**config.mk**
```make
export PLATFORM = sky130hd
export DESIGN_NAME = scp_prescaler
export DESIGN_NICKNAME = d
export VERILOG_FILES = /design/src/include/scp_pkg.sv /design/src/design/scp_prescaler.sv /design/src/design/scp_unlock.sv
export SDC_FILE = /design/constraint.sdc
export NUM_CORES = 1
export LEC_CHECK = 0
export BUFFER_PORTS_ARGS = -buffer_cell sky130_fd_sc_hd__buf_2
export CAP_MARGIN = 10
export CORE_ASPECT_RATIO = 2
export CORE_MARGIN = 2
export CORE_UTILIZATION = 45
export DETAILED_ROUTE_END_ITERATION = 7
export PLACE_DENSITY_LB_ADDON = 0.15
export SLEW_MARGIN = 20
export SYNTH_ARGS = -nofsm -noshare
export SYNTH_HDL_FRONTEND = slang
export SYNTH_SLANG_ARGS = --single-unit
```
**constraint.sdc**
```tcl
create_clock -name mclk_i -period 3.4 [get_ports mclk_i]
set_input_delay 0.34 -clock mclk_i [delete_from_list [all_inputs] [get_ports mclk_i]]
set_output_delay 0.34 -clock mclk_i [all_outputs]
set_load 0.05 [all_outputs]
```
**src/include/scp_pkg.sv**
```systemverilog
// ----------------------------------------------------------------------
// shared constants and types of the system clock prescaler
// ----------------------------------------------------------------------
package scp_pkg;

  // register offsets on the register port
  localparam logic [7:0] SCP_DIVCTL_OFS = 8'h61; // clock_divide_control
  localparam logic [7:0] SCP_CMDSTS_OFS = 8'h62; // clock_command_status
  localparam logic [7:0] SCP_TRIM_OFS = 8'h64; // rc_oscillator_trim

  // field positions
  localparam int SCP_UNLOCK_POS = 7; // change unlock bit, both registers
  localparam int SCP_READY_POS = 4; // source_ready_flag
  localparam int SCP_RANGE_POS = 7; // trim_range_select

  // unlock write value: unlock bit alone
  localparam logic [7:0] SCP_UNLOCK_PATTERN = 8'h80;

  // reset values and the largest legal code
  localparam logic [3:0] SCP_DIVSEL_RST_PLAIN = 4'h0; // fuse unprogrammed
  localparam logic [3:0] SCP_DIVSEL_RST_DIV8 = 4'h3; // fuse programmed
  localparam logic [3:0] SCP_CMD_RST = 4'h0; // command field
  localparam logic [3:0] SCP_DIVSEL_MAX = 4'h8; // largest legal code

  // unlock window, in master clock cycles
  localparam int SCP_UNLOCK_WINDOW_CYC = 4;

  // command codes; 1xxx means no command
  typedef enum logic [3:0] {
    SCP_CMD_NONE,
    SCP_CMD_DISABLE,
    SCP_CMD_ENABLE,
    SCP_CMD_AVAIL_REQ,
    SCP_CMD_SWITCH,
    SCP_CMD_RECOVER,
    SCP_CMD_WDOG_RELOAD,
    SCP_CMD_CLK_OUT
  } scp_cmd_t;

  // register port request
  typedef struct packed {
    logic wr; // write strobe
    logic rd; // read strobe
    logic [7:0] addr; // register offset
    logic [7:0] wdata; // write data
  } scp_bus_req_t;

  // active-edge enables of the four clock domains
  typedef struct packed {
    logic cpu;
    logic flash;
    logic io;
    logic adc;
  } scp_clk_en_t;

  // command issued to the clock switch logic
  typedef struct packed {
    logic valid; // one-cycle pulse
    scp_cmd_t code; // command
  } scp_cmd_out_t;

endpackage

```
**src/design/scp_prescaler.sv**
```systemverilog
// Implementation choice: the plain strobed port.
`timescale 1ns/1ns
module scp_prescaler (
  // clock and reset
  input wire logic mclk_i,
  input wire logic rst_i,
  // register port
  input wire scp_pkg::scp_bus_req_t req_i,
  output logic [7:0] rdata_o,
  // fuse and factory straps
  input wire logic startup_divide_by_eight_fuse_i, // 1 = programmed
  input wire logic [7:0] trim_factory_i, // calibration value
  // clock availability logic
  input wire logic avail_confirm_i, // one-cycle pulse: source stable
  // outputs to the clock system
  output scp_pkg::scp_clk_en_t clk_en_o, // active edge enables
  output logic [7:0] rc_oscillator_trim_o, // to the rc oscillator
  output scp_pkg::scp_cmd_out_t cmd_o // to the clock switch logic
);

  // --------------------------------------------------------------------
  // decode and unlocks
  // --------------------------------------------------------------------

  logic wr_div; // write to clock_divide_control
  logic wr_cmd; // write to clock_command_status
  logic wr_trim; // write to rc_oscillator_trim
  logic div_open; // divide_change_unlock
  logic div_fwr; // divide_select write accepted
  logic cmd_open; // command_change_unlock
  logic cmd_fwr; // clock_command_code write accepted

  assign wr_div = req_i.wr && req_i.addr == scp_pkg::SCP_DIVCTL_OFS;
  assign wr_cmd = req_i.wr && req_i.addr == scp_pkg::SCP_CMDSTS_OFS;
  assign wr_trim = req_i.wr && req_i.addr == scp_pkg::SCP_TRIM_OFS;

  // divide register unlock
  scp_unlock #(
    .WINDOW(scp_pkg::SCP_UNLOCK_WINDOW_CYC)
  ) u_div_unlock (
    .mclk_i(mclk_i),
    .rst_i(rst_i),
    .wr_i(wr_div),
    .wdata_i(req_i.wdata),
    .open_o(div_open),
    .field_wr_o(div_fwr)
  );

  // command register unlock, same timing
  scp_unlock #(
    .WINDOW(scp_pkg::SCP_UNLOCK_WINDOW_CYC)
  ) u_cmd_unlock (
    .mclk_i(mclk_i),
    .rst_i(rst_i),
    .wr_i(wr_cmd),
    .wdata_i(req_i.wdata),
    .open_o(cmd_open),
    .field_wr_o(cmd_fwr)
  );

  // --------------------------------------------------------------------
  // divide select and pending change
  // --------------------------------------------------------------------

  logic [3:0] divide_select_q; // software view of the code
  logic [3:0] act_code_q; // code the counter runs on
  logic [3:0] pend_code_q; // code waiting for a period boundary
  logic pend_q; // change waiting
  logic [7:0] cnt_q; // ripple counter image, not readable
  logic boundary; // last master cycle of the current period

  // divide code to counter terminal value, 2**code - 1
  function automatic logic [7:0] mask_of(input logic [3:0] code);
    logic [8:0] p;
    p = 9'h001 << code;
    mask_of = 8'(p - 9'h001);
  endfunction

  assign boundary = (cnt_q == mask_of(act_code_q));

  // software-visible divide code
  always_ff @(posedge mclk_i) begin
    if (rst_i) begin
      divide_select_q <= startup_divide_by_eight_fuse_i ?
        scp_pkg::SCP_DIVSEL_RST_DIV8 : scp_pkg::SCP_DIVSEL_RST_PLAIN;
    end else if (div_fwr) begin
      divide_select_q <= req_i.wdata[3:0];
    end
  end

  // pending change, taken over only at a period boundary
  always_ff @(posedge mclk_i) begin
    if (rst_i) begin
      pend_q <= 1'b0;
      pend_code_q <= scp_pkg::SCP_DIVSEL_RST_PLAIN;
    end else if (div_fwr && req_i.wdata[3:0] <= scp_pkg::SCP_DIVSEL_MAX) begin
      // a new legal code wins over a boundary in the same cycle
      pend_q <= 1'b1;
      pend_code_q <= req_i.wdata[3:0];
    end else if (boundary) begin
      pend_q <= 1'b0;
    end
  end

  // active code; reserved codes never get here
  always_ff @(posedge mclk_i) begin
    if (rst_i) begin
      act_code_q <= startup_divide_by_eight_fuse_i ?
        scp_pkg::SCP_DIVSEL_RST_DIV8 : scp_pkg::SCP_DIVSEL_RST_PLAIN;
    end else if (boundary && pend_q) begin
      act_code_q <= pend_code_q;
    end
  end

  // --------------------------------------------------------------------
  // divider
  // --------------------------------------------------------------------

  // counter on the undivided clock; restarts with each new period so
  // a switch never shortens the period in progress
  always_ff @(posedge mclk_i) begin
    if (rst_i) begin
      cnt_q <= 8'h00;
    end else if (boundary) begin
      cnt_q <= 8'h00;
    end else begin
      cnt_q <= cnt_q + 8'h01;
    end
  end

  // one active edge per period, identical for every domain
  always_ff @(posedge mclk_i) begin
    if (rst_i) begin
      clk_en_o <= '0;
    end else begin
      clk_en_o.cpu <= boundary;
      clk_en_o.flash <= boundary;
      clk_en_o.io <= boundary;
      clk_en_o.adc <= boundary;
    end
  end

  // --------------------------------------------------------------------
  // oscillator trim
  // --------------------------------------------------------------------

  // factory value at reset, software may overwrite; bit 7 picks the
  // range and bits 6:0 tune inside it, both passed straight through
  always_ff @(posedge mclk_i) begin
    if (rst_i) begin
      rc_oscillator_trim_o <= trim_factory_i;
    end else if (wr_trim) begin
      rc_oscillator_trim_o <= req_i.wdata;
    end
  end

  // --------------------------------------------------------------------
  // command and status
  // --------------------------------------------------------------------

  logic [3:0] cmd_code_q; // clock_command_code
  logic ready_q; // source_ready_flag
  logic ready_clr; // availability request or enable entered

  assign ready_clr = cmd_fwr && (req_i.wdata[3:0] == scp_pkg::SCP_CMD_AVAIL_REQ ||
    req_i.wdata[3:0] == scp_pkg::SCP_CMD_ENABLE);

  // command field
  always_ff @(posedge mclk_i) begin
    if (rst_i) begin
      cmd_code_q <= scp_pkg::SCP_CMD_RST;
    end else if (cmd_fwr) begin
      cmd_code_q <= req_i.wdata[3:0];
    end
  end

  // command pulse; codes with the top bit set are no command
  always_ff @(posedge mclk_i) begin
    if (rst_i) begin
      cmd_o <= '{valid: 1'b0, code: scp_pkg::SCP_CMD_NONE};
    end else begin
      cmd_o.valid <= cmd_fwr && !req_i.wdata[3] &&
        req_i.wdata[3:0] != scp_pkg::SCP_CMD_NONE;
      cmd_o.code <= req_i.wdata[3] ? scp_pkg::SCP_CMD_NONE :
        scp_pkg::scp_cmd_t'(req_i.wdata[3:0]);
    end
  end

  // ready flag: confirmation wins over a clear in the same cycle
  always_ff @(posedge mclk_i) begin
    if (rst_i) begin
      ready_q <= 1'b0;
    end else if (avail_confirm_i) begin
      ready_q <= 1'b1;
    end else if (ready_clr) begin
      ready_q <= 1'b0;
    end
  end

  // --------------------------------------------------------------------
  // read port
  // --------------------------------------------------------------------

  // data one cycle after the strobe, zero otherwise and when unmapped
  always_ff @(posedge mclk_i) begin
    if (rst_i || !req_i.rd) begin
      rdata_o <= 8'h00;
    end else begin
      case (req_i.addr)
        scp_pkg::SCP_DIVCTL_OFS: begin
          rdata_o <= {div_open, 3'b000, divide_select_q};
        end
        scp_pkg::SCP_CMDSTS_OFS: begin
          rdata_o <= {cmd_open, 2'b00, ready_q, cmd_code_q};
        end
        scp_pkg::SCP_TRIM_OFS: begin
          rdata_o <= rc_oscillator_trim_o;
        end
        default: begin
          rdata_o <= 8'h00;
        end
      endcase
    end
  end

  // --------------------------------------------------------------------
  // assertions
  // --------------------------------------------------------------------

  logic [8:0] gap_q; // cycles since last active edge
  logic [7:0] hold_mask_q; // terminal value at last active edge
  logic seen_q; // one active edge seen since reset

  // spacing helper
  always_ff @(posedge mclk_i) begin
    if (rst_i) begin
      gap_q <= 9'h000;
      hold_mask_q <= 8'h00;
      seen_q <= 1'b0;
    end else if (clk_en_o.cpu) begin
      gap_q <= 9'h000;
      hold_mask_q <= mask_of(act_code_q);
      seen_q <= 1'b1;
    end else if (gap_q != 9'h1ff) begin
      gap_q <= gap_q + 9'h001;
    end
  end
endmodule

```
**src/design/scp_unlock.sv**
```systemverilog
`timescale 1ns/1ns
// ----------------------------------------------------------------------
// timed change unlock: opens on the unlock pattern, closes after a
// fixed window or when the guarded field is written
// ----------------------------------------------------------------------
module scp_unlock #(
  parameter int WINDOW = scp_pkg::SCP_UNLOCK_WINDOW_CYC
) (
  // clock and reset
  input wire logic mclk_i,
  input wire logic rst_i,
  // write decode
  input wire logic wr_i, // write to the guarded register
  input wire logic [7:0] wdata_i, // write data
  // state
  output logic open_o, // window open
  output logic field_wr_o // guarded field write accepted now
);

  // window cycle counter
  logic [3:0] cnt_q;
  logic open_q;

  // field write only with the window open and unlock bit written zero
  assign field_wr_o = open_q && wr_i && !wdata_i[scp_pkg::SCP_UNLOCK_POS];
  assign open_o = open_q;

  // window state
  always_ff @(posedge mclk_i) begin
    if (rst_i) begin
      open_q <= 1'b0;
      cnt_q <= 4'h0;
    end else if (open_q) begin
      // rewriting the pattern here neither restarts nor clears
      if (field_wr_o || cnt_q == 4'(WINDOW - 1)) begin
        open_q <= 1'b0;
      end
      cnt_q <= cnt_q + 4'h1;
    end else if (wr_i && wdata_i == scp_pkg::SCP_UNLOCK_PATTERN) begin
      open_q <= 1'b1;
      cnt_q <= 4'h0;
    end
  end

endmodule

```
=== Yosys cells after proc, flatten, opt, wreduce, memory -nomap -nowiden ===
Index checks and enable logic that the tools add are counted.

* Add/subtract/negate cells: 4
* Order comparisons: 1
* Eq/ne operators: 9
* Shifts and indexed selects: 1
* Multiplexer cells: 22
* Reduce and logical (&&, ||, !) cells: 31

{| class="wikitable"
|+ Operator list
! cell !! number
|-
| 4-bit 2-to-1 mux || 8
|-
| 8-bit by 7-bit == test with 1-bit output, second input constant || 3
|-
| 8-bit case mux with 3 select lines || 1
|-
| 4-bit by 2-bit == test with 1-bit output, second input constant || 4
|-
| 8-bit 2-to-1 mux || 2
|-
| 1-bit logical AND || 14
|-
| 2-bit nonzero test || 7
|-
| 1-bit 2-to-1 mux || 10
|-
| 4-bit by 1-bit adder with 4-bit output, second input constant || 2
|-
| 8-bit by 1-bit adder with 8-bit output, second input constant || 1
|-
| 8-bit == test || 1
|-
| 8-bit == test, second input constant || 1
|-
| 1-bit by 4-bit left shift with 8-bit output, first input constant || 1
|-
| 8-bit by 1-bit subtractor with 8-bit output, second input constant || 1
|-
| 4-bit less-or-equal comparator, second input constant || 1
|-
| 1-bit logical OR || 4
|-
| 4-bit nonzero test || 1
|-
| 2-bit OR reduction || 2
|-
| 1-bit zero test || 3
|-
| 2-bit 2-to-1 mux || 1
|}

* Register bits: 58
* Input bits: 30
* Output and inout port bits: 25
* Word-level logic and storage cells: 85

=== Longest topological paths before layout ===
Gate-level depths: netlist of run 1.

* Word-level depth: 7
* Mapped depth: 9
* Mapped depth without buffers: 8

=== Cells and area by module ===
Synthesis of run 1 repeated with hierarchy kept, for this count alone.

* Cell total of the unflattened synthesis: 275
* Area total of the unflattened synthesis: 2,816.5 µm²

{| class="wikitable"
|+ By module, submodules not included
! module !! times used !! cells an instance !! area an instance (µm²) !! sequential area each (µm²)
|-
| scp_prescaler || 1 || 213 || 2,245.9 || 1,101.1
|-
| scp_unlock || 2 || 31 || 285.3 || 100.1
|}

=== Worst setup path after synthesis of run 1 ===
OpenSTA, ideal clock, no wires.

* Kind: register to register
* Start: register act_code_q[3]
* End: register act_code_q[0] (enable)
* Setup time: 256 ps
* Arrival: 2,417 ps
* Required time: 3,144 ps
* Slack: 727 ps
* Cell stages (with the launch flop): 9
* Path buffers: 1
* Clock period less this slack: 2,673 ps
* Cell sequence: edfxtp_1 buf_6 or4_4 ha_1 and2_1 o211a_1 a211oi_1 nor3_4 a21o_1

* Cells in the longest elaborated chain, start to end: 5

{| class="wikitable"
|+ RTL lines
! item !! line !! text
|-
| start: declaration || scp_prescaler.sv:66 || <nowiki>logic [3:0] act_code_q;</nowiki>
|-
| start signal: assignment || scp_prescaler.sv:108 || <nowiki>act_code_q <= startup_divide_by_eight_fuse_i ?</nowiki>
|-
| start signal: assignment || scp_prescaler.sv:111 || <nowiki>act_code_q <= pend_code_q;</nowiki>
|-
| 1-bit by 4-bit left shift with 8-bit output || - ||
|-
| 8-bit by 1-bit subtractor with 8-bit output || - ||
|-
| 8-bit == test || scp_prescaler.sv:79 || <nowiki>assign boundary = (cnt_q == mask_of(act_code_q));</nowiki>
|-
| 1-bit logical AND || scp_prescaler.sv:110 || <nowiki>end else if (boundary && pend_q) begin</nowiki>
|-
| 2-bit nonzero test (no line) || - ||
|}

Every way passes these cells.
A chain may end at the register's enable or synchronous reset.

=== Worst setup path after layout of run 1 ===
* Start: register act_code_q[3]
* End: register act_code_q[2] (enable)

The elaborated chain is that of the path after synthesis.

==> results of run 1 <==
## synth_stat cells, drive strengths merged, types with 3 or more instances
master	instances	area share
ha	4	0.019
nor3b	3	0.0087
mux2	4	0.017
clkbuf	6	0.0087
a21oi	8	0.015
o21ai	6	0.012
xnor2	5	0.017
nand2b	5	0.012
nand2	14	0.020
dfxtp	41	0.32
xor2	7	0.024
nor4	3	0.0072
and2	4	0.0096
and3	6	0.014
mux2i	9	0.035
nor4b	3	0.010
a21o	3	0.0087
nor3	17	0.039
a22o	5	0.017
edfxtp	16	0.19
a22oi	7	0.020
buf	8	0.020
nor2b	8	0.019
nand3	8	0.015
nor2	26	0.038
inv	9	0.013
## stage by stage
stage               hold WS, ps  instance area, um2  std cells  power (mW)
floorplan                   430                2600        260       0.854
global placement            445                2870        361       0.899
detailed placement          450                2870        361       0.902
CTS                         241                3160        377        1.74
global route                262                3160        377        1.78
finish                      252                3160        377        1.72
## registers in the layout (all words and copies together), names as in the netlist
| signal | cells |
|---|---|
| cmd_o | 4 |
| ready_q | 1 |
| clk_en_o | 1 |
| u_cmd_unlock.open_o | 1 |
| rc_oscillator_trim_o | 8 |
| pend_code_q | 4 |
| pend_q | 1 |
| cnt_q | 8 |
| u_div_unlock.open_o | 1 |
| u_cmd_unlock.cnt_q | 4 |
| u_div_unlock.cnt_q | 4 |
| divide_select_q | 4 |
| cmd_code_q | 4 |
| act_code_q | 4 |
| rdata_o | 8 |
## area by class of cell
class                   instances  area, um2
fillers                       557       2500
repair buffers                 54        273
clock buffers                  14        275
flip-flops and latches         57       1300
clock inverters                 2       10.0
inverters                       9       33.8
well taps                      61       76.3
multi-input cells             180       1190
## worst min path at each step
stage                    start        endpoint  slack (ps)  cells past startpoint
2_1_floorplan   pend_code_q[3]  pend_code_q[3]         430                      2
3_3_place_gp    pend_code_q[3]  pend_code_q[3]         450                      2
3_5_place_dp    pend_code_q[3]  pend_code_q[3]         450                      2
4_1_cts        avail_confirm_i         ready_q         240                      3
5_1_grt        avail_confirm_i         ready_q         260                      3
6_report       avail_confirm_i         ready_q         250                      3
## power by group through the flow
stage	registers [mW]	clock network [mW]	logic, mW
final	0.741	0.835	0.148
after CTS	0.740	0.856	0.149
after global placement	0.753	0	0.146
after detailed placement	0.754	0	0.148
after global routing	0.742	0.876	0.161
after floorplan	0.784	0	0.0694
## per-layer routing
metal / wire length, um / global-route usage / vias to the layer above
met2: 3370 / 0.370 / 41
met3: 186 / 0.0465 / 12
met5: 0 / 0 / -
met4: 187 / 0.118 / 0
li1: - / - / 1036
met1: 2170 / 0.187 / 979
## logic make-up after synthesis
logic type,count (synthesis)
AND/OR/NAND/NOR,105
adder cells (fa/ha/maj),4
other,1
AO/OA/AOI/OAI,45
XOR/XNOR,12
buffers and inverters,23
multiplexers,13
flip-flops,57
## layout by cell type, fill, tap and decap left out, types with 2 or more instances in the layout
master                       n
sky130_fd_sc_hd__a21oi_1     8
sky130_fd_sc_hd__nor4_1      3
sky130_fd_sc_hd__o21a_1      2
sky130_fd_sc_hd__inv_1       9
sky130_fd_sc_hd__clkbuf_1    3
sky130_fd_sc_hd__dfxtp_1    41
sky130_fd_sc_hd__and3_1      6
sky130_fd_sc_hd__a31oi_1     2
sky130_fd_sc_hd__mux2_2      4
sky130_fd_sc_hd__nand3_1     8
sky130_fd_sc_hd__edfxtp_1   16
sky130_fd_sc_hd__a211oi_1    2
sky130_fd_sc_hd__nor2_1     26
sky130_fd_sc_hd__xnor2_1     5
sky130_fd_sc_hd__a21o_1      3
sky130_fd_sc_hd__xor2_1      7
sky130_fd_sc_hd__clkinv_2    2
sky130_fd_sc_hd__a22oi_1     7
sky130_fd_sc_hd__buf_2      53
sky130_fd_sc_hd__clkbuf_16  10
sky130_fd_sc_hd__nand2b_1    5
sky130_fd_sc_hd__o21ai_0     5
sky130_fd_sc_hd__mux2i_1     9
sky130_fd_sc_hd__a22o_1      5
sky130_fd_sc_hd__nor3b_1     3
sky130_fd_sc_hd__nor4b_1     3
sky130_fd_sc_hd__nand4_1     2
sky130_fd_sc_hd__nand2_1    14
sky130_fd_sc_hd__nor3_1     15
sky130_fd_sc_hd__o31ai_1     2
sky130_fd_sc_hd__nor2b_1     8
sky130_fd_sc_hd__and2_1      4
sky130_fd_sc_hd__ha_1        4
## tightest hold or removal path: stages
cell and delay (ps):
sky130_fd_sc_hd__buf_2 90, sky130_fd_sc_hd__inv_1 40, sky130_fd_sc_hd__a21oi_1 50
==> reports/metrics.sh, run 1 <==
STATUS='finished clean'
POWER_PER_CELL_AREA_nW_PER_UM2=546
REMAINING_DRC_ERRORS=0
WORSTPATHARRIVAL_PS=2990
PATH_LENGTH_IN_CELLS_OF_THE_CRITICAL_PATH=7
YOSYS.AREA_SHARE.ADDER=0.0193
TIMING.CLOCK.SKEW_PS=5.79
PORTION_OF_TOTAL_POWER_ATTRIBUTED_TO_SEQUENTIAL_CELLS=0.430
REG2REG_FROM='act_code_q[3]'
P_SWITCHING_uW=397
SYNTHESIS.INSTANCES=260
GRT_FIRST_PASS_WIRELENGTH_MM=9.41
REG2REGPATHDEPTH=7
DRTANTENNAVIOLNETS=0
DETAILEDROUTE.FIRSTPASSITERATIONCOUNT=4
NUMBER_OF_ENABLE_TYPE_REGISTER_CELLS_IN_THE_SYNTHESIZED_NETLIST=16
POWER.INTERNAL_mW=1.33
FP-ROW-COUNT=39
MAX-CLOCK-PATH-BUFFERS=2
CP_CELL_SEQUENCE='or4_4 > ha_1 > nor3_1 > o21ai_0 > a211oi_1 > nor3_4 > a21o_1'
GLOBAL_ROUTE.USAGE.TOTAL=0.199
TIMING.SLEW.HEADROOM=0.388
YOSYS_WARNINGS=0
TOP_LEVEL_PORTS=55
YS_SEQ_ELEMENTS=57
SUM_OF_OVERFLOW_ACROSS_ALL_LAYERS_AFTER_GLOBAL_ROUTING=0
N_ANTENNA_CELL=0
WORSTREG2REGEND='act_code_q[2]'
CP_MAX_FO=10
NUMBER_OF_ANTENNA_VIOLATIONS_AT_THE_FIRST_CHECK_IN_GLOBAL_ROUTING=0
MAX_CLOCK_FREQ_MHz=343
TIMING_WORST_SLEW_PIN_VALUE_PS=919
FINAL-MAX-SLEW-VIOLATION-COUNT=0
CTS_REPAIR_RESIZE_COUNT=0
CP-START-KIND='register'
CORE_UM2=5660
SYNTH.YOSYS.SEQ_AREA_SHARE=0.501
CLOCK_TREE.HTREE_LEVEL_COUNT=3
FIRST_ITER_VIOLATIONS=74
SWITCHING_SHARE=0.230
CTS_ROOT_BUFFER='sky130_fd_sc_hd__clkbuf_16'
GP_ROUTABILITY_CONGESTION=0.838
POSTCTS_SETUP_BUFS=0
TOTALWIRELENGTH_MM=5.91
UNREPAIRED_SETUP_ENDPOINTS_AFTER_GLOBAL_ROUTING='no'
LAYOUT_SETUP_WS_PS=482
FINALSETUPTNS_PS=0
GRT_MAX_DEGREE=52
VDD_IR_DROP_MAX_mV=0.524
LAYOUT_NETS=345
NUMBER_OF_VIAS_IN_THE_ROUTED_LAYOUT=2068
AVGSYNTHCELLAREA_UM2=9.99
FIRST_GLOBAL_VIAS=2019
YOSYS.AREA_SHARE.XOR_XNOR=0.0405
SLOWEST_DELAY_PS=600
ASYNCSETRESETFLOPFRACSYNTH=0
CLOCK_LATENCY_PS=320
CTS_TREE='yes'
CTS_INSERTED_BUFFERS=9
FINAL_PERIOD_UTIL=0.858
SYNTH-COMPOUND-AREA-SHARE=0.125
CRITPATHKIND='register to register'
CRIT_SLOWEST_CELL='sky130_fd_sc_hd__or4_4'
CRIT_REQUIRED_PS=3470
HP-CLASS='primary input to register'
AREAGROWTHSYNTHTOFINISH_PCT=21.5
DIEAREA_UM2=6430
DP.FINAL_HPWL_MM=4.52
DRV.MAX_CAP_VIOLATION_COUNT=0
SYNTHESIS.NETS=294
CP_NUM_BUF_INV=0
SETUP.WORST_PATH.END='act_code_q[2]'
PRECTSSETUPSLACK_PS=475
FLOORPLAN.DIE.WIDTH_UM=57.7
CTS_SINKS=57
FINAL_CORE_UTILIZATION=0.557
SYNTH-SIMPLE-AREA-SHARE=0.218
PERIOD_NEEDED_PS=2920
AVGROUTEDWIREPERCELL_UM=15.7
P_CLK_FRAC=0.484
CLK_PIN_SLEW_PS=50
SYNTH.CELL_AREA_UM2=2600
CTSHOLDBUFFERS=0
PORT_BUFFER_COUNT=53
AVGVIACOUNTPERCELL=5.49
CRITPATHCAPTURETYPE='register'
SETUP_VIOL_COUNT_FINAL=0
DIE_H_UM=111
SYNTH.DISTINCT_CELLS=51
SYNTHFLOPTYPE='sky130_fd_sc_hd__dfxtp_1'
FF2FF_SETUP_SLACK_PS=480
COMB_POWER_SHARE=0.086
FLOORPLAN.INITIALDENSITY=0.459
SYNTH_TOP_FAMILY_BY_AREA='simple AND/OR/NAND/NOR gates'
DRIVE_GT1_FRAC=0.244
CRITICAL_PATH.TOP_DELAY_FAMILY='simple AND/OR/NAND/NOR gates'
HOLD_VIOLATIONS=0
SYNTHMUXAREASHARE=0.0520
TOTAL_LEAKAGE_POWER_nW=1.37
TIMING.CRITICAL_PATH.FROM='act_code_q[3]'
Power figures use the tool's default switching activity.
==> run 2: changes to the inputs <==
--- a/config.mk
+++ b/config.mk
@@ -6,7 +6,6 @@
 export NUM_CORES = 1
 export LEC_CHECK = 0
 export BUFFER_PORTS_ARGS = -buffer_cell sky130_fd_sc_hd__buf_2
-export CAP_MARGIN = 10
 export CORE_ASPECT_RATIO = 2
 export CORE_MARGIN = 2
 export CORE_UTILIZATION = 45
==> constraint.sdc (replaced) <==
create_clock -name mclk_i -period 3.4 [get_ports mclk_i]
set_input_delay 0.68 -clock mclk_i [delete_from_list [all_inputs] [get_ports mclk_i]]
set_output_delay 0.68 -clock mclk_i [all_outputs]
set_load 0.05 [all_outputs]
==> run 2 against run 1 <==
Compared with the run above:
- clock skew decreased by 1.8 ps
- sequential share of layout area is 0.098 points lower
- hold slack improved by 220 ps
- core utilization rose by 0.13 points
- critical endpoint unchanged
- sequential power about the same
- worst setup slack about the same
- register-to-register slack about the same
- non-clock buffer count grew 1
- cell area grew 0.24%
- highest routed layer unchanged
==> reports/metrics.sh, run 2 (synthesized netlist as in run 1, its figures left out) <==
CTS_ROOT_BUFFER='sky130_fd_sc_hd__clkbuf_16'
CTS_INSERTED_BUFFERS=9  # unchanged
CTS_REPAIR_RESIZE_COUNT=0  # unchanged
CTS_SINKS=57  # unchanged
DP.FINAL_HPWL_MM=4.38  # -3.2%
TOTAL_LEAKAGE_POWER_nW=1.37  # +0.35%
AVGROUTEDWIREPERCELL_UM=15.0  # -4.1%
CTSHOLDBUFFERS=0  # unchanged
GRT_MAX_DEGREE=52  # unchanged
HOLD_VIOLATIONS=0  # unchanged
CLOCK_TREE.HTREE_LEVEL_COUNT=3  # unchanged
TIMING.CLOCK.SKEW_PS=3.99  # -1.80 ps
GRT_FIRST_PASS_WIRELENGTH_MM=9.43  # +0.15%
FINAL-MAX-SLEW-VIOLATION-COUNT=0  # unchanged
STATUS='finished clean'
REMAINING_DRC_ERRORS=0  # unchanged
SLOWEST_DELAY_PS=590  # about the same
TOTALWIRELENGTH_MM=5.68  # -3.9%
VDD_IR_DROP_MAX_mV=0.539  # +2.7%
CRITPATHCAPTURETYPE='register'
DRIVE_GT1_FRAC=0.246  # +0.00239
DIEAREA_UM2=6430  # unchanged
FINAL_COMMON_CELL='sky130_fd_sc_hd__buf_2'
CRIT_SLOWEST_CELL='sky130_fd_sc_hd__or4_4'
WORSTPATHARRIVAL_PS=2990  # about the same
LAYOUT_TOP_REGISTERS='cnt_q x8, rc_oscillator_trim_o x8, rdata_o x8'
MAX_CLOCK_FREQ_MHz=343  # about the same
FINAL_PERIOD_UTIL=0.858  # about the same
DP.CELLS=362  # +0.28%
AVGVIACOUNTPERCELL=5.54  # +0.94%
NUMBER_OF_VIAS_IN_THE_ROUTED_LAYOUT=2093  # +1.2%
TOP_LEVEL_PORTS=55  # unchanged
DRTANTENNAVIOLNETS=0  # unchanged
CRIT_REQUIRED_PS=3470  # about the same
AREAGROWTHSYNTHTOFINISH_PCT=21.8
LAYOUTNONFILLERINSTCOUNT=378  # +0.27%
PORT_BUFFER_COUNT=53  # unchanged
GP_ROUTABILITY_CONGESTION=0.846  # +1.0%
CP_MAX_FO=10  # unchanged
FIRST_GLOBAL_VIAS=2072  # +2.6%
HP-CLASS='register to register'
TIMING.SLEW.HEADROOM=0.340  # -0.0481
TIMING_WORST_SLEW_PIN_VALUE_PS=978  # +59.7 ps
MAX-CLOCK-PATH-BUFFERS=2  # unchanged
LAYOUT.CELLS.MOST_COMMON_LIST='sky130_fd_sc_hd__buf_2 (53), sky130_fd_sc_hd__dfxtp_1 (41), sky130_fd_sc_hd__nor2_1 (26), sky130_fd_sc_hd__edfxtp_1 (16), sky130_fd_sc_hd__nor3_1 (15)'
DIE_H_UM=111  # unchanged
N_ANTENNA_CELL=0  # unchanged
POWER_PER_CELL_AREA_nW_PER_UM2=543  # -0.56%
FIRST_ITER_VIOLATIONS=68  # -8.1%
LAYOUT_NETS=346  # +0.29%
PERIOD_NEEDED_PS=2920  # -0.187 ps
DRV.MAX_CAP_VIOLATION_COUNT=0  # unchanged
SUM_OF_OVERFLOW_ACROSS_ALL_LAYERS_AFTER_GLOBAL_ROUTING=0  # unchanged
CP-START-KIND='register'
SETUP_VIOL_COUNT_FINAL=0  # unchanged
FINALSETUPTNS_PS=0  # unchanged
UNREPAIRED_SETUP_ENDPOINTS_AFTER_GLOBAL_ROUTING='no'
POSTCTS_SETUP_BUFS=0  # unchanged
CTS_TREE='yes'
CRITPATHKIND='register to register'
CP_CELL_SEQUENCE='or4_4 > ha_1 > nor3_1 > o21ai_0 > a211oi_1 > nor3_4 > a21o_1'
DETAILEDROUTE.FIRSTPASSITERATIONCOUNT=6  # +2
GLOBAL_ROUTE.USAGE.TOTAL=0.197  # -0.00252
FP-ROW-COUNT=39  # unchanged
CLK_PIN_SLEW_PS=50  # about the same
CLOCK_LATENCY_PS=320  # about the same
CORE_UM2=5660  # unchanged
FLOORPLAN.INITIALDENSITY=0.459  # unchanged
NUMBER_OF_ANTENNA_VIOLATIONS_AT_THE_FIRST_CHECK_IN_GLOBAL_ROUTING=0  # unchanged
FLOORPLAN.DIE.WIDTH_UM=57.7  # unchanged
==> run 2: cell types whose count changed in the layout (fill, tap and decap cells not counted) <==
cell / change
sky130_fd_sc_hd__buf_4: +1
sky130_fd_sc_hd__o311ai_0: +1
sky130_fd_sc_hd__o311ai_1: -1
==> run 2: area by class of cell <==
type | instances | area (um2)
fillers | 514 | 2500
flip-flops and latches | 57 | 1300
multi-input cells | 180 | 1190
repair buffers | 55 | 280
clock buffers | 14 | 275
well taps | 61 | 76.3
inverters | 9 | 33.8
clock inverters | 2 | 10.0
==> run 2: stage by stage <==
stage	cell area [um2]	setup WS, ps	power [mW]	hold slack, ps	utilization
4_1_cts	3160	484	1.74	467	0.559
3_5_place_dp	2880	495	0.901	459	0.508
5_1_grt	3160	211	1.78	491	0.559
3_3_place_gp	2880	541	0.899	444	0.508
2_1_floorplan	2600	727	0.854	430	-
6_report	3160	482	1.72	471	0.559
==> run 2: worst max-delay path, delay by kind of cell, from the launching register on <==
family | cells | cell delay, ps
AOI/OAI and AO/OA | 3 | 900
adders and majority gates | 1 | 280
DFF | 1 | 500
and+or+nand+nor | 3 | 970
==> run 2: layer usage <==
layer / track usage / vias to the layer above / wire, um
met2: 0.348 / 54 / 3140
met4: 0.127 / 0 / 258
met5: 0 / - / 0
met1: 0.188 / 984 / 2020
li1: - / 1039 / -
met3: 0.0581 / 16 / 263
==> run 2: final timing paths <==
check,startpoint,end,slack (ps),cells past startpoint
worst max-delay path,act_code_q[3],act_code_q[2],480,7
worst min-delay path,pend_code_q[3],pend_code_q[3],470,2
worst max register to register,act_code_q[3],act_code_q[2],480,7
worst min register to register,pend_code_q[3],pend_code_q[3],470,2
==> run 2: report_power, final <==
part           internal [mW]  switching [mW]
sequential             0.724          0.0175
clock                  0.553           0.276
combinational         0.0496          0.0977
total                   1.33           0.391
